`src/shared/hotplug_cfg.svh`:
```
`ifndef HOTPLUG_CFG_SVH
`define HOTPLUG_CFG_SVH

// apb register byte offsets
`define REG_CTRL_OFF      12'h000
`define REG_STATUS_OFF    12'h004
`define REG_CMD_OFF       12'h008
`define REG_EVENT_OFF     12'h00c

// control register fields
`define CTRL_DUAL_BIT     0
`define CTRL_AUX_BLK0_BIT 1
`define CTRL_AUX_BLK1_BIT 2
`define CTRL_RESET_VAL    32'h0000_0000

// command register fields: per slot, insert at bit s, remove at bit 4+s
`define CMD_INSERT_LSB    0
`define CMD_REMOVE_LSB    4

// sequencing times in ns at 25 MHz
`define CLK_PERIOD_NS     40
`define PWR_SETTLE_NS     100000
`define PWR_SETTLE_CYC    ((`PWR_SETTLE_NS + `CLK_PERIOD_NS - 1) / `CLK_PERIOD_NS)
`define CLK_RUN_NS        4000
`define CLK_RUN_CYC       ((`CLK_RUN_NS + `CLK_PERIOD_NS - 1) / `CLK_PERIOD_NS)

`endif

```
`src/shared/hotplug_pkg.sv`:
```
package hotplug_pkg;

    typedef enum logic [3:0] {
        ST_OFF,
        ST_PWR_ON,
        ST_PWR_WAIT,
        ST_CONNECT,
        ST_CLK_RUN,
        ST_ON,
        ST_RST_ON,
        ST_DISCONNECT,
        ST_PWR_OFF,
        ST_FAULT
    } slot_state_type;

    typedef struct packed {
        logic pwr_en;
        logic bus_iso_en;
        logic clk_iso_en;
        logic reset_n;
        logic busy;
        logic green;
        logic amber;
    } slot_ctl_type;

    typedef struct packed {
        logic fault;
        logic latch_open;
        logic attn;
    } slot_in_type;

endpackage : hotplug_pkg

```
`src/slot_sequencer.sv`:
```
// The APB register port and the register offsets were chosen for this implementation.
`timescale 1ns/100ps
`include "hotplug_cfg.svh"

module slot_sequencer
    import hotplug_pkg::*;
#(
    parameter int unsigned SETTLE_CYC = `PWR_SETTLE_CYC,
    parameter int unsigned RUN_CYC    = `CLK_RUN_CYC
)(
    input  wire logic         clk_sys,
    input  wire logic         reset_n,
    input  wire logic         insert_req,
    input  wire logic         remove_req,
    input  wire slot_in_type  pins,
    output slot_ctl_type      ctl,
    output slot_state_type    state,
    output logic              fault_evt
);
    slot_state_type state_ff, nxt_state;
    logic [31:0]    cnt_ff, nxt_cnt;
    logic           attn_d_ff, nxt_attn_d;
    logic           attn_press;

    assign attn_press = pins.attn & ~attn_d_ff;
    assign state      = state_ff;

    always_comb
    begin
        nxt_state  = state_ff;
        nxt_cnt    = (cnt_ff == 32'h0) ? 32'h0 : cnt_ff - 32'h1;
        nxt_attn_d = pins.attn;
        fault_evt  = 1'b0;
        case (state_ff)
            ST_OFF:
            begin
                // attention press or software asks to bring the slot up
                if ((insert_req | attn_press) & ~pins.latch_open)
                begin
                    nxt_state = ST_PWR_ON;
                end
            end
            ST_PWR_ON:
            begin
                nxt_state = ST_PWR_WAIT;
                nxt_cnt   = SETTLE_CYC;
            end
            ST_PWR_WAIT:
            begin
                if (cnt_ff == 32'h0)
                begin
                    nxt_state = ST_CONNECT; // power good before bus joins
                end
            end
            ST_CONNECT:
            begin
                nxt_state = ST_CLK_RUN;
                nxt_cnt   = RUN_CYC;
            end
            ST_CLK_RUN:
            begin
                if (cnt_ff == 32'h0)
                begin
                    nxt_state = ST_ON; // bus joined before reset leaves
                end
            end
            ST_ON:
            begin
                if (remove_req | attn_press | pins.latch_open)
                begin
                    nxt_state = ST_RST_ON;
                end
            end
            ST_RST_ON:
            begin
                nxt_state = ST_DISCONNECT;
                nxt_cnt   = RUN_CYC;
            end
            ST_DISCONNECT:
            begin
                if (cnt_ff == 32'h0)
                begin
                    nxt_state = ST_PWR_OFF;
                end
            end
            ST_PWR_OFF:
            begin
                nxt_state = ST_OFF;
            end
            ST_FAULT:
            begin
                if (pins.latch_open & ~pins.fault)
                begin
                    nxt_state = ST_OFF;
                end
            end
            default:
            begin
                nxt_state = ST_OFF;
            end
        endcase
        // a power fault overrides any powered state
        if (pins.fault && state_ff != ST_OFF && state_ff != ST_FAULT)
        begin
            nxt_state = ST_FAULT;
            fault_evt = 1'b1;
        end
    end

    always_comb
    begin
        ctl         = '0;
        ctl.reset_n = 1'b0;
        case (state_ff)
            // on removal the bus opens while power still stands
            ST_PWR_ON, ST_PWR_WAIT, ST_DISCONNECT:
            begin
                ctl.pwr_en = 1'b1;
                ctl.busy   = 1'b1;
            end
            ST_CONNECT, ST_CLK_RUN, ST_RST_ON:
            begin
                ctl.pwr_en     = 1'b1;
                ctl.bus_iso_en = 1'b1;
                ctl.clk_iso_en = 1'b1;
                ctl.busy       = 1'b1;
            end
            ST_ON:
            begin
                ctl.pwr_en     = 1'b1;
                ctl.bus_iso_en = 1'b1;
                ctl.clk_iso_en = 1'b1;
                ctl.reset_n    = 1'b1;
            end
            ST_FAULT:
            begin
                ctl.amber = 1'b1;
            end
            default:
            begin
                ctl = ctl;
            end
        endcase
        ctl.green = ctl.pwr_en;
    end

    always_ff @(posedge clk_sys or negedge reset_n)
    begin
        if (!reset_n)
        begin
            state_ff  <= ST_OFF;
            cnt_ff    <= 32'h0;
            attn_d_ff <= 1'b0;
        end
        else
        begin
            state_ff  <= nxt_state;
            cnt_ff    <= nxt_cnt;
            attn_d_ff <= nxt_attn_d;
        end
    end

    a_reset_after_bus : assert property (@(posedge clk_sys) disable iff (!reset_n)
        ctl.reset_n |-> (ctl.bus_iso_en && ctl.clk_iso_en && ctl.pwr_en))
        else $error("slot reset released before bus joined");
    a_fault_to_off : assert property (@(posedge clk_sys) disable iff (!reset_n)
        (pins.fault && state_ff == ST_ON) |=> (state_ff == ST_FAULT && !ctl.pwr_en))
        else $error("fault did not shut slot down");
    a_power_settles : assert property (@(posedge clk_sys) disable iff (!reset_n)
        (state_ff == ST_PWR_ON && !pins.fault) |=> !ctl.bus_iso_en [*2])
        else $error("bus joined before power settled");
endmodule : slot_sequencer

```
`src/apb_regs.sv`:
```
`timescale 1ns/100ps
`include "hotplug_cfg.svh"

module apb_regs
    import hotplug_pkg::*;
(
    input  wire logic        clk_sys,
    input  wire logic        reset_n,
    input  wire logic        psel,
    input  wire logic        penable,
    input  wire logic        pwrite,
    input  wire logic [11:0] paddr,
    input  wire logic [31:0] pwdata,
    input  wire logic [31:0] status,
    input  wire logic [1:0]  fault_evt,
    output logic [31:0]      prdata,
    output logic             pready,
    output logic             pslverr,
    output logic [31:0]      ctrl,
    output logic [7:0]       cmd_pulse
);
    logic [31:0] ctrl_ff, nxt_ctrl;
    logic [31:0] prdata_ff, nxt_prdata;
    logic        pslverr_ff, nxt_pslverr;
    logic        pready_ff, nxt_pready;
    logic [7:0]  cmd_ff, nxt_cmd;
    logic [1:0]  evt_ff, nxt_evt;
    logic        acc;

    function automatic logic mapped(input logic [11:0] a);
        mapped = (a == `REG_CTRL_OFF) || (a == `REG_STATUS_OFF) ||
                 (a == `REG_CMD_OFF) || (a == `REG_EVENT_OFF);
    endfunction : mapped

    assign acc       = psel & penable;
    assign prdata    = prdata_ff;
    assign pready    = pready_ff;
    assign pslverr   = pslverr_ff;
    assign ctrl      = ctrl_ff;
    assign cmd_pulse = cmd_ff;

    always_comb
    begin
        nxt_ctrl    = ctrl_ff;
        nxt_cmd     = 8'h00;
        nxt_prdata  = prdata_ff;
        nxt_pslverr = 1'b0;
        // zero wait states once out of reset
        nxt_pready  = 1'b1;
        // fault set wins over a clear in the same cycle
        nxt_evt     = evt_ff;
        if (psel && !penable)
        begin
            nxt_pslverr = ~mapped(paddr);
            case (paddr)
                `REG_CTRL_OFF:   nxt_prdata = ctrl_ff;
                `REG_STATUS_OFF: nxt_prdata = status;
                `REG_EVENT_OFF:  nxt_prdata = {30'h0, evt_ff};
                default:         nxt_prdata = 32'h0;
            endcase
        end
        if (acc && pwrite)
        begin
            case (paddr)
                `REG_CTRL_OFF:  nxt_ctrl = pwdata;
                `REG_CMD_OFF:   nxt_cmd  = pwdata[7:0];
                `REG_EVENT_OFF: nxt_evt  = evt_ff & ~pwdata[1:0];
                default:        nxt_ctrl = ctrl_ff;
            endcase
        end
        nxt_evt = nxt_evt | fault_evt;
    end

    always_ff @(posedge clk_sys or negedge reset_n)
    begin
        if (!reset_n)
        begin
            ctrl_ff    <= `CTRL_RESET_VAL;
            cmd_ff     <= 8'h00;
            prdata_ff  <= 32'h0;
            pslverr_ff <= 1'b0;
            pready_ff  <= 1'b0;
            evt_ff     <= 2'h0;
        end
        else
        begin
            ctrl_ff    <= nxt_ctrl;
            cmd_ff     <= nxt_cmd;
            prdata_ff  <= nxt_prdata;
            pslverr_ff <= nxt_pslverr;
            pready_ff  <= nxt_pready;
            evt_ff     <= nxt_evt;
        end
    end
endmodule : apb_regs

```
`src/pci_hotplug_slot_control.sv`:
```
`timescale 1ns/100ps
`include "hotplug_cfg.svh"

module pci_hotplug_slot_control
    import hotplug_pkg::*;
#(
    parameter int unsigned SETTLE_CYC = `PWR_SETTLE_CYC,
    parameter int unsigned RUN_CYC    = `CLK_RUN_CYC
)(
    input  wire logic        clk_sys,
    input  wire logic        reset_n,
    input  wire logic        psel,
    input  wire logic        penable,
    input  wire logic        pwrite,
    input  wire logic [11:0] paddr,
    input  wire logic [31:0] pwdata,
    output logic [31:0]      prdata,
    output logic             pready,
    output logic             pslverr,
    input  wire logic [1:0]  slot_power_fault_out_n,
    input  wire logic [1:0]  retention_latch_switch,
    input  wire logic [1:0]  attn_switch,
    output logic [1:0]       slot_pwr_en_ff,
    output logic [1:0]       bus_iso_en_ff,
    output logic [1:0]       clk_iso_en_ff,
    output logic [1:0]       slot_reset_n_ff,
    output logic [1:0]       aux_standby_rail_en_ff,
    output logic [1:0]       green_led_ff,
    output logic [1:0]       amber_led_ff,
    output logic             bus_quiesce_ff,
    output logic             slot_clk_gate_ff,
    output logic             fbk_clk_gate_ff
);
    slot_in_type    pins     [2];
    slot_ctl_type   ctl      [2];
    slot_state_type st       [2];
    logic [1:0]     fault_evt;
    logic [31:0]    ctrl;
    logic [7:0]     cmd;
    logic           dual;
    logic [31:0]    status;

    assign dual = ctrl[`CTRL_DUAL_BIT];

    genvar s;
    generate
        for (s = 0; s < 2; s++)
        begin : g_slot
            assign pins[s].fault      = ~slot_power_fault_out_n[s];
            assign pins[s].latch_open = retention_latch_switch[s];
            assign pins[s].attn       = attn_switch[s];

            // slot 1 ignores the software insert command in single-slot mode; its attention switch can still start it
            slot_sequencer #(
                .SETTLE_CYC (SETTLE_CYC),
                .RUN_CYC    (RUN_CYC)
            ) u_seq (
                .clk_sys    (clk_sys),
                .reset_n    (reset_n),
                .insert_req (cmd[`CMD_INSERT_LSB + s] & (dual | (s == 0))),
                .remove_req (cmd[`CMD_REMOVE_LSB + s]),
                .pins       (pins[s]),
                .ctl        (ctl[s]),
                .state      (st[s]),
                .fault_evt  (fault_evt[s])
            );
            assign status[8*s +: 8] = {ctl[s].reset_n, ctl[s].pwr_en, pins[s].fault,
                                       pins[s].latch_open, 4'(st[s])};
        end
    endgenerate
    assign status[31:16] = 16'h0;

    apb_regs u_regs (
        .clk_sys   (clk_sys),
        .reset_n   (reset_n),
        .psel      (psel),
        .penable   (penable),
        .pwrite    (pwrite),
        .paddr     (paddr),
        .pwdata    (pwdata),
        .status    (status),
        .fault_evt (fault_evt),
        .prdata    (prdata),
        .pready    (pready),
        .pslverr   (pslverr),
        .ctrl      (ctrl),
        .cmd_pulse (cmd)
    );

    logic [1:0] nxt_pwr, nxt_bus, nxt_clk, nxt_rst, nxt_aux, nxt_grn, nxt_amb;
    logic       nxt_quiesce, nxt_slot_clk;
    logic [1:0] aux_block;

    assign aux_block = {ctrl[`CTRL_AUX_BLK1_BIT], ctrl[`CTRL_AUX_BLK0_BIT]};

    always_comb
    begin
        for (int i = 0; i < 2; i++)
        begin
            // discrete per-slot controls
            nxt_pwr[i] = ctl[i].pwr_en;
            nxt_bus[i] = ctl[i].bus_iso_en & dual;
            // dual mode gates clock through switch
            nxt_clk[i] = ctl[i].clk_iso_en & dual;
            nxt_rst[i] = ctl[i].reset_n;
            // standby enable follows closed latch unless blocked
            nxt_aux[i] = ~retention_latch_switch[i] & ~aux_block[i];
            nxt_grn[i] = ctl[i].green;
            nxt_amb[i] = ctl[i].amber | (ctl[i].busy & attn_switch[i]);
        end
        // single mode: bus low and slot clock held until the slot is joined
        nxt_quiesce  = ~dual & ~ctl[0].bus_iso_en;
        nxt_slot_clk = dual | ctl[0].clk_iso_en;
    end

    always_ff @(posedge clk_sys or negedge reset_n)
    begin
        if (!reset_n)
        begin
            slot_pwr_en_ff         <= 2'h0;
            bus_iso_en_ff          <= 2'h0;
            clk_iso_en_ff          <= 2'h0;
            slot_reset_n_ff        <= 2'h0;
            aux_standby_rail_en_ff <= 2'h0;
            green_led_ff           <= 2'h0;
            amber_led_ff           <= 2'h0;
            bus_quiesce_ff         <= 1'b1;
            slot_clk_gate_ff       <= 1'b0;
            fbk_clk_gate_ff        <= 1'b0;
        end
        else
        begin
            slot_pwr_en_ff         <= nxt_pwr;
            bus_iso_en_ff          <= nxt_bus;
            clk_iso_en_ff          <= nxt_clk;
            slot_reset_n_ff        <= nxt_rst;
            aux_standby_rail_en_ff <= nxt_aux;
            green_led_ff           <= nxt_grn;
            amber_led_ff           <= nxt_amb;
            bus_quiesce_ff         <= nxt_quiesce;
            slot_clk_gate_ff       <= nxt_slot_clk;
            fbk_clk_gate_ff        <= 1'b1; // feedback clock stopped only while reset is held
        end
    end

    a_single_quiesce : assert property (@(posedge clk_sys) disable iff (!reset_n)
        (!dual && st[0] inside {ST_OFF, ST_PWR_ON, ST_PWR_WAIT, ST_DISCONNECT, ST_PWR_OFF, ST_FAULT})
        |=> (bus_quiesce_ff && !slot_clk_gate_ff))
        else $error("single-slot bus or clock not held");
    a_fbk_runs : assert property (@(posedge clk_sys) disable iff (!reset_n)
        !slot_clk_gate_ff |-> ##1 fbk_clk_gate_ff)
        else $error("feedback clock stopped");
    a_dual_clk_switch : assert property (@(posedge clk_sys) disable iff (!reset_n)
        dual [*2] |-> slot_clk_gate_ff)
        else $error("dual mode drove slot clock low");
    a_reset_order : assert property (@(posedge clk_sys) disable iff (!reset_n)
        $rose(slot_reset_n_ff[0]) |-> slot_pwr_en_ff[0] && (dual ? bus_iso_en_ff[0] : !bus_quiesce_ff))
        else $error("reset released before connect");
    a_aux_follows : assert property (@(posedge clk_sys) disable iff (!reset_n)
        retention_latch_switch[1] |=> !aux_standby_rail_en_ff[1])
        else $error("standby enable with latch open");
endmodule : pci_hotplug_slot_control

```
`config.mk`:
```
export PLATFORM = sky130hd
export DESIGN_NAME = pci_hotplug_slot_control
export DESIGN_NICKNAME = d
export VERILOG_FILES = /design/src/shared/hotplug_pkg.sv /design/src/slot_sequencer.sv /design/src/apb_regs.sv /design/src/pci_hotplug_slot_control.sv
export VERILOG_INCLUDE_DIRS = /design/src /design/src/shared
export SDC_FILE = /design/constraint.sdc
export NUM_CORES = 1
export LEC_CHECK = 0
export ABC_AREA = 1
export BUFFER_PORTS_ARGS = -buffer_cell sky130_fd_sc_hd__buf_2
export CORE_UTILIZATION = 53
export CTS_CLUSTER_DIAMETER = 50
export DETAILED_ROUTE_END_ITERATION = 16
export GPL_TIMING_DRIVEN = 0
export PLACE_DENSITY = 0.74
export RECOVER_POWER = 50
export SLEW_MARGIN = 20
export SYNTH_ARGS = -nofsm -noshare
export SYNTH_HDL_FRONTEND = slang
export SYNTH_SLANG_ARGS = --single-unit
```
`constraint.sdc`:
```
create_clock -name clk_sys -period 1.8 [get_ports clk_sys]
set_clock_uncertainty 0.05 [all_clocks]
set_input_delay 0.18 -clock clk_sys [delete_from_list [all_inputs] [get_ports clk_sys]]
set_output_delay 0.18 -clock clk_sys [all_outputs]
set_load 0.1 [all_outputs]
```
==> results of run 1 <==
==> final timing paths <==
check / startpoint / to / cells after the start
min: penable / u_regs.prdata[1]$_DFFE_PN0P_ / 4
max in group asynchronous: reset_n / u_regs.prdata[16]$_DFFE_PN0P_ / 3
max: g_slot[1].u_seq.cnt_ff[1]$_DFF_PN0_ / g_slot[1].u_seq.cnt_ff[24]$_DFF_PN0_ / 11
max reg2reg: g_slot[1].u_seq.cnt_ff[1]$_DFF_PN0_ / g_slot[1].u_seq.cnt_ff[24]$_DFF_PN0_ / 11
min in group asynchronous: reset_n / g_slot[0].u_seq.cnt_ff[3]$_DFF_PN0_ / 2
min reg2reg: g_slot[0].u_seq.cnt_ff[0]$_DFF_PN0_ / g_slot[0].u_seq.cnt_ff[0]$_DFF_PN0_ / 1
==> cells in the final DEF, fill, tap and decap left out, drive strengths merged, types with 15 or more instances in the layout <==
master	count
nand2	268
nor2	212
dfrtp	157
inv	129
buf	125
nand3	54
o21ai	40
clkbuf	39
dlygate4sd3	38
nor3	31
a21oi	28
xor2	21
o31ai	15
==> area by class of cell <==
type / count / area, sq um / area share, %
clock inverter: 12 / 146 / 1.46
multi-input combinational: 710 / 3560 / 35.5
inverter: 122 / 458 / 4.56
clock buffer: 20 / 457 / 4.55
timing repair buffer: 155 / 1040 / 10.4
buffer: 27 / 186 / 1.86
tap: 184 / 230 / 2.29
sequential: 158 / 3960 / 39.4
==> flip-flops by register name, indices dropped and copies added (netlist names) <==
register and flops:
bus_iso_en_ff 2, g_slot.u_seq.attn_d_ff 2, g_slot.u_seq.cnt_ff 64, slot_reset_n_ff 2, u_regs.pslverr 1, amber_led_ff 2
slot_clk_gate_ff 1, u_regs.cmd_pulse 4, u_regs.evt_ff 2, u_regs.pready 1, u_regs.ctrl 32, aux_standby_rail_en_ff 2
slot_pwr_en_ff 2, g_slot.u_seq.state 8, bus_quiesce_ff 1, u_regs.prdata 32
==> per-layer routing <==
metal  global-route usage (%)  vias up  routed length (um)
met5                        0        -                   0
met4                     9.18        0                 395
met3                     5.65       32                1080
met2                     44.4      211                9740
met1                     33.9     3308                8750
li1                         -     3523                   -
==> power breakdown <==
group	total (mW)	internal [mW]	switching [mW]	leakage, nW
combinational	4.93	1.68	3.25	2.97
sequential	4.34	3.96	0.376	2.02
clock	3.70	2.15	1.55	0.287
==> through the flow <==
| stage | instances | util [%] | setup TNS (ps) | hold slack (ps) |
|---|---|---|---|---|
| finish | 1388 | 68.3 | 0 | 19.4 |
| global placement | 1306 | 60.1 | -298040 | 270 |
| detailed placement | 1307 | 60.4 | -808 | 123 |
| CTS | 1377 | 67.2 | 0 | 0.163 |
| global route | 1388 | 68.3 | -118 | 19.0 |
| floorplan | 1017 | - | 0 | -166 |
==> worst min-delay path: cells and delay by family <==
| kind | cells | cell delay, ps |
|---|---|---|
| buf+inv | 1 | 100 |
| simple gates | 3 | 180 |
==> cells by family after synthesis <==
kind of cell	share of synthesized area, %
buf+inv	8.07
compound gates	6.72
simple gates	32.3
fa+ha+maj	0.465
other cells	0.0464
xor+xnor	3.47
flops	49.0
==> repair_timing <==
| action | in CTS | in global routing |
|---|---|---|
| gates resized for setup | 7 | 31 |
| endpoints found under the hold margin | 108 | 0 |
| pin swaps | 0 | 5 |
| cloned | 0 | 2 |
| endpoints found under the setup margin | 28 | 63 |
| hold buffers | 38 | 0 |
| buffers inserted | 0 | 9 |
==> flow_results.org, run 1 <==
** Synth
- Number of synthesized register bits :: 158
- The number of nets in the synthesized netlist is 1075.
- Yosys top cell area share :: 48.6%
- The most used flip-flop cell after synthesis is dfrtp_1.
- Count of flip-flops with a built-in enable after synthesis :: 0
- Post-synth cell types :: 40
- By instance count, the leading cell after synthesis is nand2_1.
- The biggest area contributor in the post-synthesis netlist is dfrtp_1.
- Post-synthesis instance area :: 0.00808 sq mm
- In the post-synthesis netlist, the biggest area contributors are dfrtp_1 49%, nand2_1 12%, nor2_1 8.1%.
- A synthesized cell averages 7.94 sq um.
- Yosys printed 0 warnings.
- Sorting the synthesized cells by how often they occur yields 250 x nand2_1, 174 x nor2_1, 157 x dfrtp_1, 105 x inv_1, 52 x nand3_1.
- Proportion of synthesized chip area in sequential cells :: 49.0%
- Share of flip-flops with an asynchronous set or reset after synthesis :: 100%
- In the synthesized netlist, the number of instances is 1017.

** STA
- Pins over their slew limit :: 0
- Final critical delay including setup and external delays :: 1720 ps
- Period Utilization, post-route :: 95.6%
- Peak clock frequency supported by timing :: 0.581 GHz
- The number of failing hold endpoints at the final stage came to 0.
- Final-report setup violation count :: 0
- Unrepaired setup endpoints after global routing :: true
- Worst relative slew slack :: 36.1%
- The worst path meets setup with 79.1 ps of slack.
- At the pin with the least slew margin, the transition time is 958 ps.

** Floorplanning
- The die is 125 um wide.
- The die covers 0.0157 sq mm.
- Core Rows :: 44
- Once the floorplan was initialized, standard cells occupied 55.0% of the core.
- During I/O placement, the number of pins put on the boundary was 106.
- Core region area :: 0.0147 sq mm
- Vertical die dimension :: 125 um

** Setup path
- The worst setup path is of the reg -> reg kind.
- STA puts the critical path data arrival time at 1980 ps.
- STA classifies the critical path startpoint as a flop.
- The most numerous cell type found on the critical path is nand2_1.
- On the worst path, the slowest cell contributes a delay of 420 ps.
- The critical path goes through inv_2, ha_2, nand2_1, nor2_1, nand2_1, nor2_2, nand2_2, nand2_4, buf_8, clkbuf_16, nor2_4.
- Kind of cell adding the most delay to the critical path :: simple AND/OR/NAND/NOR gates
- Cell with the largest stage delay on the worst path :: dfrtp_1
- Along the worst path, the maximum fanout reaches 6.
- The number of buffers and inverters on the critical path is 3.
- The setup check on the worst reg-to-reg path leaves a slack of 80 ps.
- Data on the critical path is required at its endpoint by 2060 ps.
- Crit path capture type :: flop

** Placed design
- Prior to clock tree synthesis, the placed netlist has a worst setup slack of -95.9 ps.
- Routability Congestion :: 0.923
- DPL Wire Length :: 13.5 mm
- DP Area :: 0.00887 sq mm
- The count of buffers added on input and output ports is 105.

** Clock network
- Clock transition at the registers of the reported paths :: 70 ps
- TritonCTS built the clock tree.
- Root Buffer Master :: clkbuf_16
- In this run the deepest clock path goes through 2 buffers.
- The H-tree was split into 4 levels.
- Clock latency reported for the late side of the worst-skew pair :: 430 ps
- CTS saw 158 sinks.
- In this run, CTS created clock tree buffers numbering 17.

** Cells and area
- Cells with a size suffix above 1 make up 22.1% of the layout.
- Number of nets in the final layout :: 1249
- The finished cells cover 0.0100 sq mm.
- The filler cells instantiated in the layout total 1193.
- Compared with the post-synthesis result, the final layout area differs by 24.3%.
- Antenna cell count :: 0

** Routing
- Post-DR wirelength/cell :: 14.4 um
- After detailed routing, the number of remaining DRC violations is 0.
- Number of vias per cell after detailed routing :: 5.10
- Summing over every cut layer, the via total after detailed routing is 7074.
- Before antenna repair, the detailed router went through 5 iterations.
- Antenna Nets Post-Route :: 0
- The first routing iteration left 577 violations.
- For this block, the routed nets add up to 20.0 mm of wire.

** GRT
- Total routing usage reported by global routing :: 26.4%
- The first global-routing pass estimated 32.7 mm of wire.
- Maximum number of pins on one net before global-route repair :: 92
- The initial antenna violation count was 0.
- Total grt overflow :: 0
- The number of global-route vias before repair was 6859.

** Hold path
- Class of the tightest hold or removal check :: in -> reg

** Power and ir drop
- Total power for the finished layout comes to 13.0 mW.
- Peak supply drop :: 872 uV
- Total power divided by cell area :: 1290 mW/mm^2
- Static leakage :: 5.28 nW

** Job
- Number of maximum-capacitance constraint violations :: 0

** Status
- Outcome :: complete, no violations
Power figures use the tool's default switching activity.
==> run 2: changes to the inputs <==
--- a/config.mk
+++ b/config.mk
@@ -7,7 +7,7 @@
 export NUM_CORES = 1
 export LEC_CHECK = 0
 export ABC_AREA = 1
-export BUFFER_PORTS_ARGS = -buffer_cell sky130_fd_sc_hd__buf_2
+export BUFFER_PORTS_ARGS = -buffer_cell sky130_fd_sc_hd__buf_4
 export CORE_UTILIZATION = 53
 export CTS_CLUSTER_DIAMETER = 50
 export DETAILED_ROUTE_END_ITERATION = 16
==> run 2 against run 1 <==
Effect of this change:
- utilization increased by 1.9 points
- setup slack improved by 0.86 ps
- sequential power about the same
- clock power increased by 1%
==> flow_results.org, run 2 (same netlist as run 1, synthesis figures left out) <==
** Status
- Outcome: complete, no violations (unchanged).

** STA
- Final critical delay including setup and external delays :: 1720 ps (about the same)
- Period Utilization, post-route :: 95.6% (about the same)
- Final-report setup violation count :: 0 (unchanged)
- Worst slack on hold paths :: 18.2 ps (was 19.4 ps)
- The number of failing hold endpoints at the final stage is 0 (unchanged).
- Pins over their slew limit :: 0 (unchanged)
- The relative slew slack was 32.2% (was 36.1%).
- The slew at the pin with the worst max-slew slack was 1020 ps (was 958 ps).
- The highest clock frequency the design can meet came to 0.581 GHz (about the same).

** Setup path
- The arrival time of the worst setup path is 1980 ps (about the same).
- Critical register-to-register path startpoint :: g_slot[1].u_seq.cnt_ff[13]$_DFF_PN0_ (was g_slot[1].u_seq.cnt_ff[1]$_DFF_PN0_)
- The kind of start point of the critical path is a flop (unchanged).
- Cell breakdown of the critical path: inv_2, nand2_2, nor2_4, nand2_2, nor2_2, nand2_1, nand2_2, buf_8, buf_12, nor2_4 (was inv_2, ha_2, nand2_1, nor2_1, nand2_1, nor2_2, nand2_2, nand2_4, buf_8, clkbuf_16, nor2_4).
- Cell with the largest stage delay on the worst path :: dfrtp_1 (unchanged)
- Launching instance or port of the critical path :: g_slot[1].u_seq.cnt_ff[13]$_DFF_PN0_ (was g_slot[1].u_seq.cnt_ff[1]$_DFF_PN0_)
- The minimum setup slack among reg-to-reg paths is 80 ps (about the same).
- The library cell appearing most often on the critical path is nand2_2 (was nand2_1).
- Top fanout value on the critical path :: 6 (unchanged)
- Number of cell instances on the worst register-to-register path :: 10 (was 11)
- Slowest Stage Delay on Critical Path :: 410 ps (was 420 ps)
- Crit Path Category :: reg -> reg (unchanged)
- WP data required :: 2060 ps (about the same)
- Crit path capture type :: flop (unchanged)

** Routing
- DRC violation total after the first TritonRoute iteration :: 578 (was 577)
- Antenna Nets Post-Route :: 0 (unchanged)
- The total DRC errors in the routed layout was 0 (unchanged).
- Metal3 WL :: 1.06 mm (was 1.08 mm)
- The number of iterations in the first detailed-routing pass is 5 (unchanged).
- Number of vias per cell after detailed routing :: 5.09 (was 5.10)
- The routed wirelength normalized by instance count was 14.3 um (was 14.4 um).
- Number of vias after detailed routing :: 7090 (was 7074)
- Detailed-route wire length :: 19.9 mm (was 20.0 mm)
- The post-route met1 wirelength is 8.81 mm (was 8.75 mm).
- The top layer reached by signal wires is met4 (unchanged).
- Met2 layer wire length in the routed design :: 9.64 mm (was 9.74 mm)

** GRT
- Maximum number of pins on one net before global-route repair :: 88 (was 92)
- The initial antenna violation count came to 0 (unchanged).
- Number of global-route vias before repair :: 6895 (was 6859)
- The aggregate global-route resource usage is 26.3% (was 26.4%).
- The overflow left after global routing was 0 (unchanged).
- Wire length of the first global-routing pass :: 32.7 mm (about the same)

** Cells and area
- The area of combinational cells with multiple inputs came to 0.00357 sq mm (was 0.00356 sq mm).
- Antenna cell count :: 0 (unchanged)
- The number of flip-flops in the largest register came to 64 (unchanged).
- Biggest register :: g_slot.u_seq.cnt_ff (unchanged)
- The utilization of the core after routing came to 70.2% (was 68.3%).
- P&R area growth vs syn :: 27.7% (was 24.3%)
- Top library cells by usage in the layout, fill and taps aside :: 249 x nand2_1, 162 x nor2_1, 157 x dfrtp_1 (was 245 x nand2_1, 165 x nor2_1, 157 x dfrtp_1)
- The sequential cell area came to 0.00396 sq mm (unchanged).
- Most common cell after layout, fill and taps aside :: nand2_1 (unchanged)
- Fill cell total of the finished layout :: 1146 (was 1193)
- The fraction of final layout cells with drive strength greater than 1 is 22.8% (was 22.1%).
- The final layout net count is 1253 (was 1249).

** Clock network
- Clock latency reported for the late side of the worst-skew pair :: 420 ps (was 430 ps)
- The level count of the clock H-tree came to 4 (unchanged).
- Max Buffers Root-to-Sink :: 2 (unchanged)
- Root Buffer Master :: clkbuf_16 (unchanged)
- CTS tree :: done (unchanged)
- The number of buffers created by CTS is 17 (unchanged).
- Clock transition at the registers of the reported paths :: 70 ps (about the same)
- Sink count of the clock tree :: 158 (unchanged)

** Floorplanning
- The number of primary I/O pins was 106 (unchanged).
- The total die area was 0.0157 sq mm (unchanged).
- Core region area :: 0.0147 sq mm (unchanged)
- Core Rows :: 44 (unchanged)
- Initial cell density of the core :: 55.0% (unchanged)
- The width of the chip came to 125 um (unchanged).
- The vertical extent of the die was 125 um (unchanged).

** Hold path
- The class of the tightest hold or removal check is in -> reg (unchanged).
- Hold Crit Depth :: 4 (unchanged)
- The startpoint of the most critical hold path was slot_power_fault_out_n[1] (was penable).

** Placed design
- Routability Congestion :: 0.929 (was 0.923)
- DPL Wire Length :: 13.6 mm (was 13.5 mm)
- The number of port buffers was 105 (unchanged).

** Power and ir drop
- Peak supply drop :: 854 uV (was 872 uV)
- Final Power :: 13.0 mW (about the same)
- Total power divided by cell area :: 1260 mW/mm^2 (was 1290 mW/mm^2)
- Static leakage :: 5.39 nW (was 5.28 nW)

** Job
- Number of maximum-capacitance constraint violations :: 0 (unchanged)
run 2: cell types whose count changed in the layout (fill, tap and decap cells not counted), moves of 3 or more:
cell      previous run  this run
nand2_1            245       249
buf_2              103         7
nor2_1             165       162
nand2_2             19        15
clkbuf_2             1        14
buf_4               17       106
clkbuf_1            16         9
run 2: worst paths after layout:
| check | endpoint |
|---|---|
| worst max-delay path | g_slot[1].u_seq.cnt_ff[21]$_DFF_PN0_ |
| worst min-delay path | u_regs.prdata[13]$_DFFE_PN0P_ |
| worst max register to register | g_slot[1].u_seq.cnt_ff[21]$_DFF_PN0_ |
| worst min register to register | g_slot[0].u_seq.cnt_ff[0]$_DFF_PN0_ |
| max in group asynchronous | u_regs.prdata[14]$_DFFE_PN0P_ |
| min in group asynchronous | g_slot[0].u_seq.cnt_ff[12]$_DFF_PN0_ |
run 2: worst max-delay path, delay by kind of cell (launching register included):
family	cells	cell delay (ps)
AND/OR/NAND/NOR	7	760
flip-flops	1	410
buffers and inverters	3	380
run 2: where the power goes:
group | switching (mW) | internal (mW)
Combinational | 3.19 | 1.69
Sequential | 0.381 | 3.96
Clock | 1.54 | 2.21
Total | 5.11 | 7.86
run 2: layout make-up:
class / instances / area share [%]
plain buffers: 27 / 1.96
clock inverters: 14 / 1.75
multi-input cells: 710 / 34.6
well taps: 184 / 2.23
repair buffers: 159 / 12.6
clock buffers: 18 / 4.16
inverters: 122 / 4.44
flip-flops and latches: 158 / 38.3
run 2: metal layers:
| metal | GRT usage, % | vias to the layer above |
|---|---|---|
| li1 | - | 3534 |
| met1 | 34.4 | 3320 |
| met2 | 43.2 | 204 |
| met3 | 5.61 | 32 |
| met4 | 9.18 | 0 |
| met5 | 0 | - |
run 2: repair_timing:
item	CTS	global route
pin swaps	0	4
hold buffers	39	0
resized for setup	6	28
cloned	0	2
buffers inserted	0	12
setup endpoints to repair	14	52
hold endpoints to repair	113	0
run 2: per-stage QoR:
| step | TNS, ps | area [sq um] | std cells | worst slack (ps) |
|---|---|---|---|---|
| 3_3_place_gp | -52840 | 9100 | 1306 | -354 |
| 4_1_cts | 0 | 10200 | 1378 | 11.0 |
| 6_report | 0 | 10300 | 1392 | 80.0 |
| 2_1_floorplan | 0 | 8080 | 1017 | 198 |
| 3_5_place_dp | -232 | 9130 | 1307 | -70.4 |
| 5_1_grt | -426 | 10300 | 1392 | -40.8 |
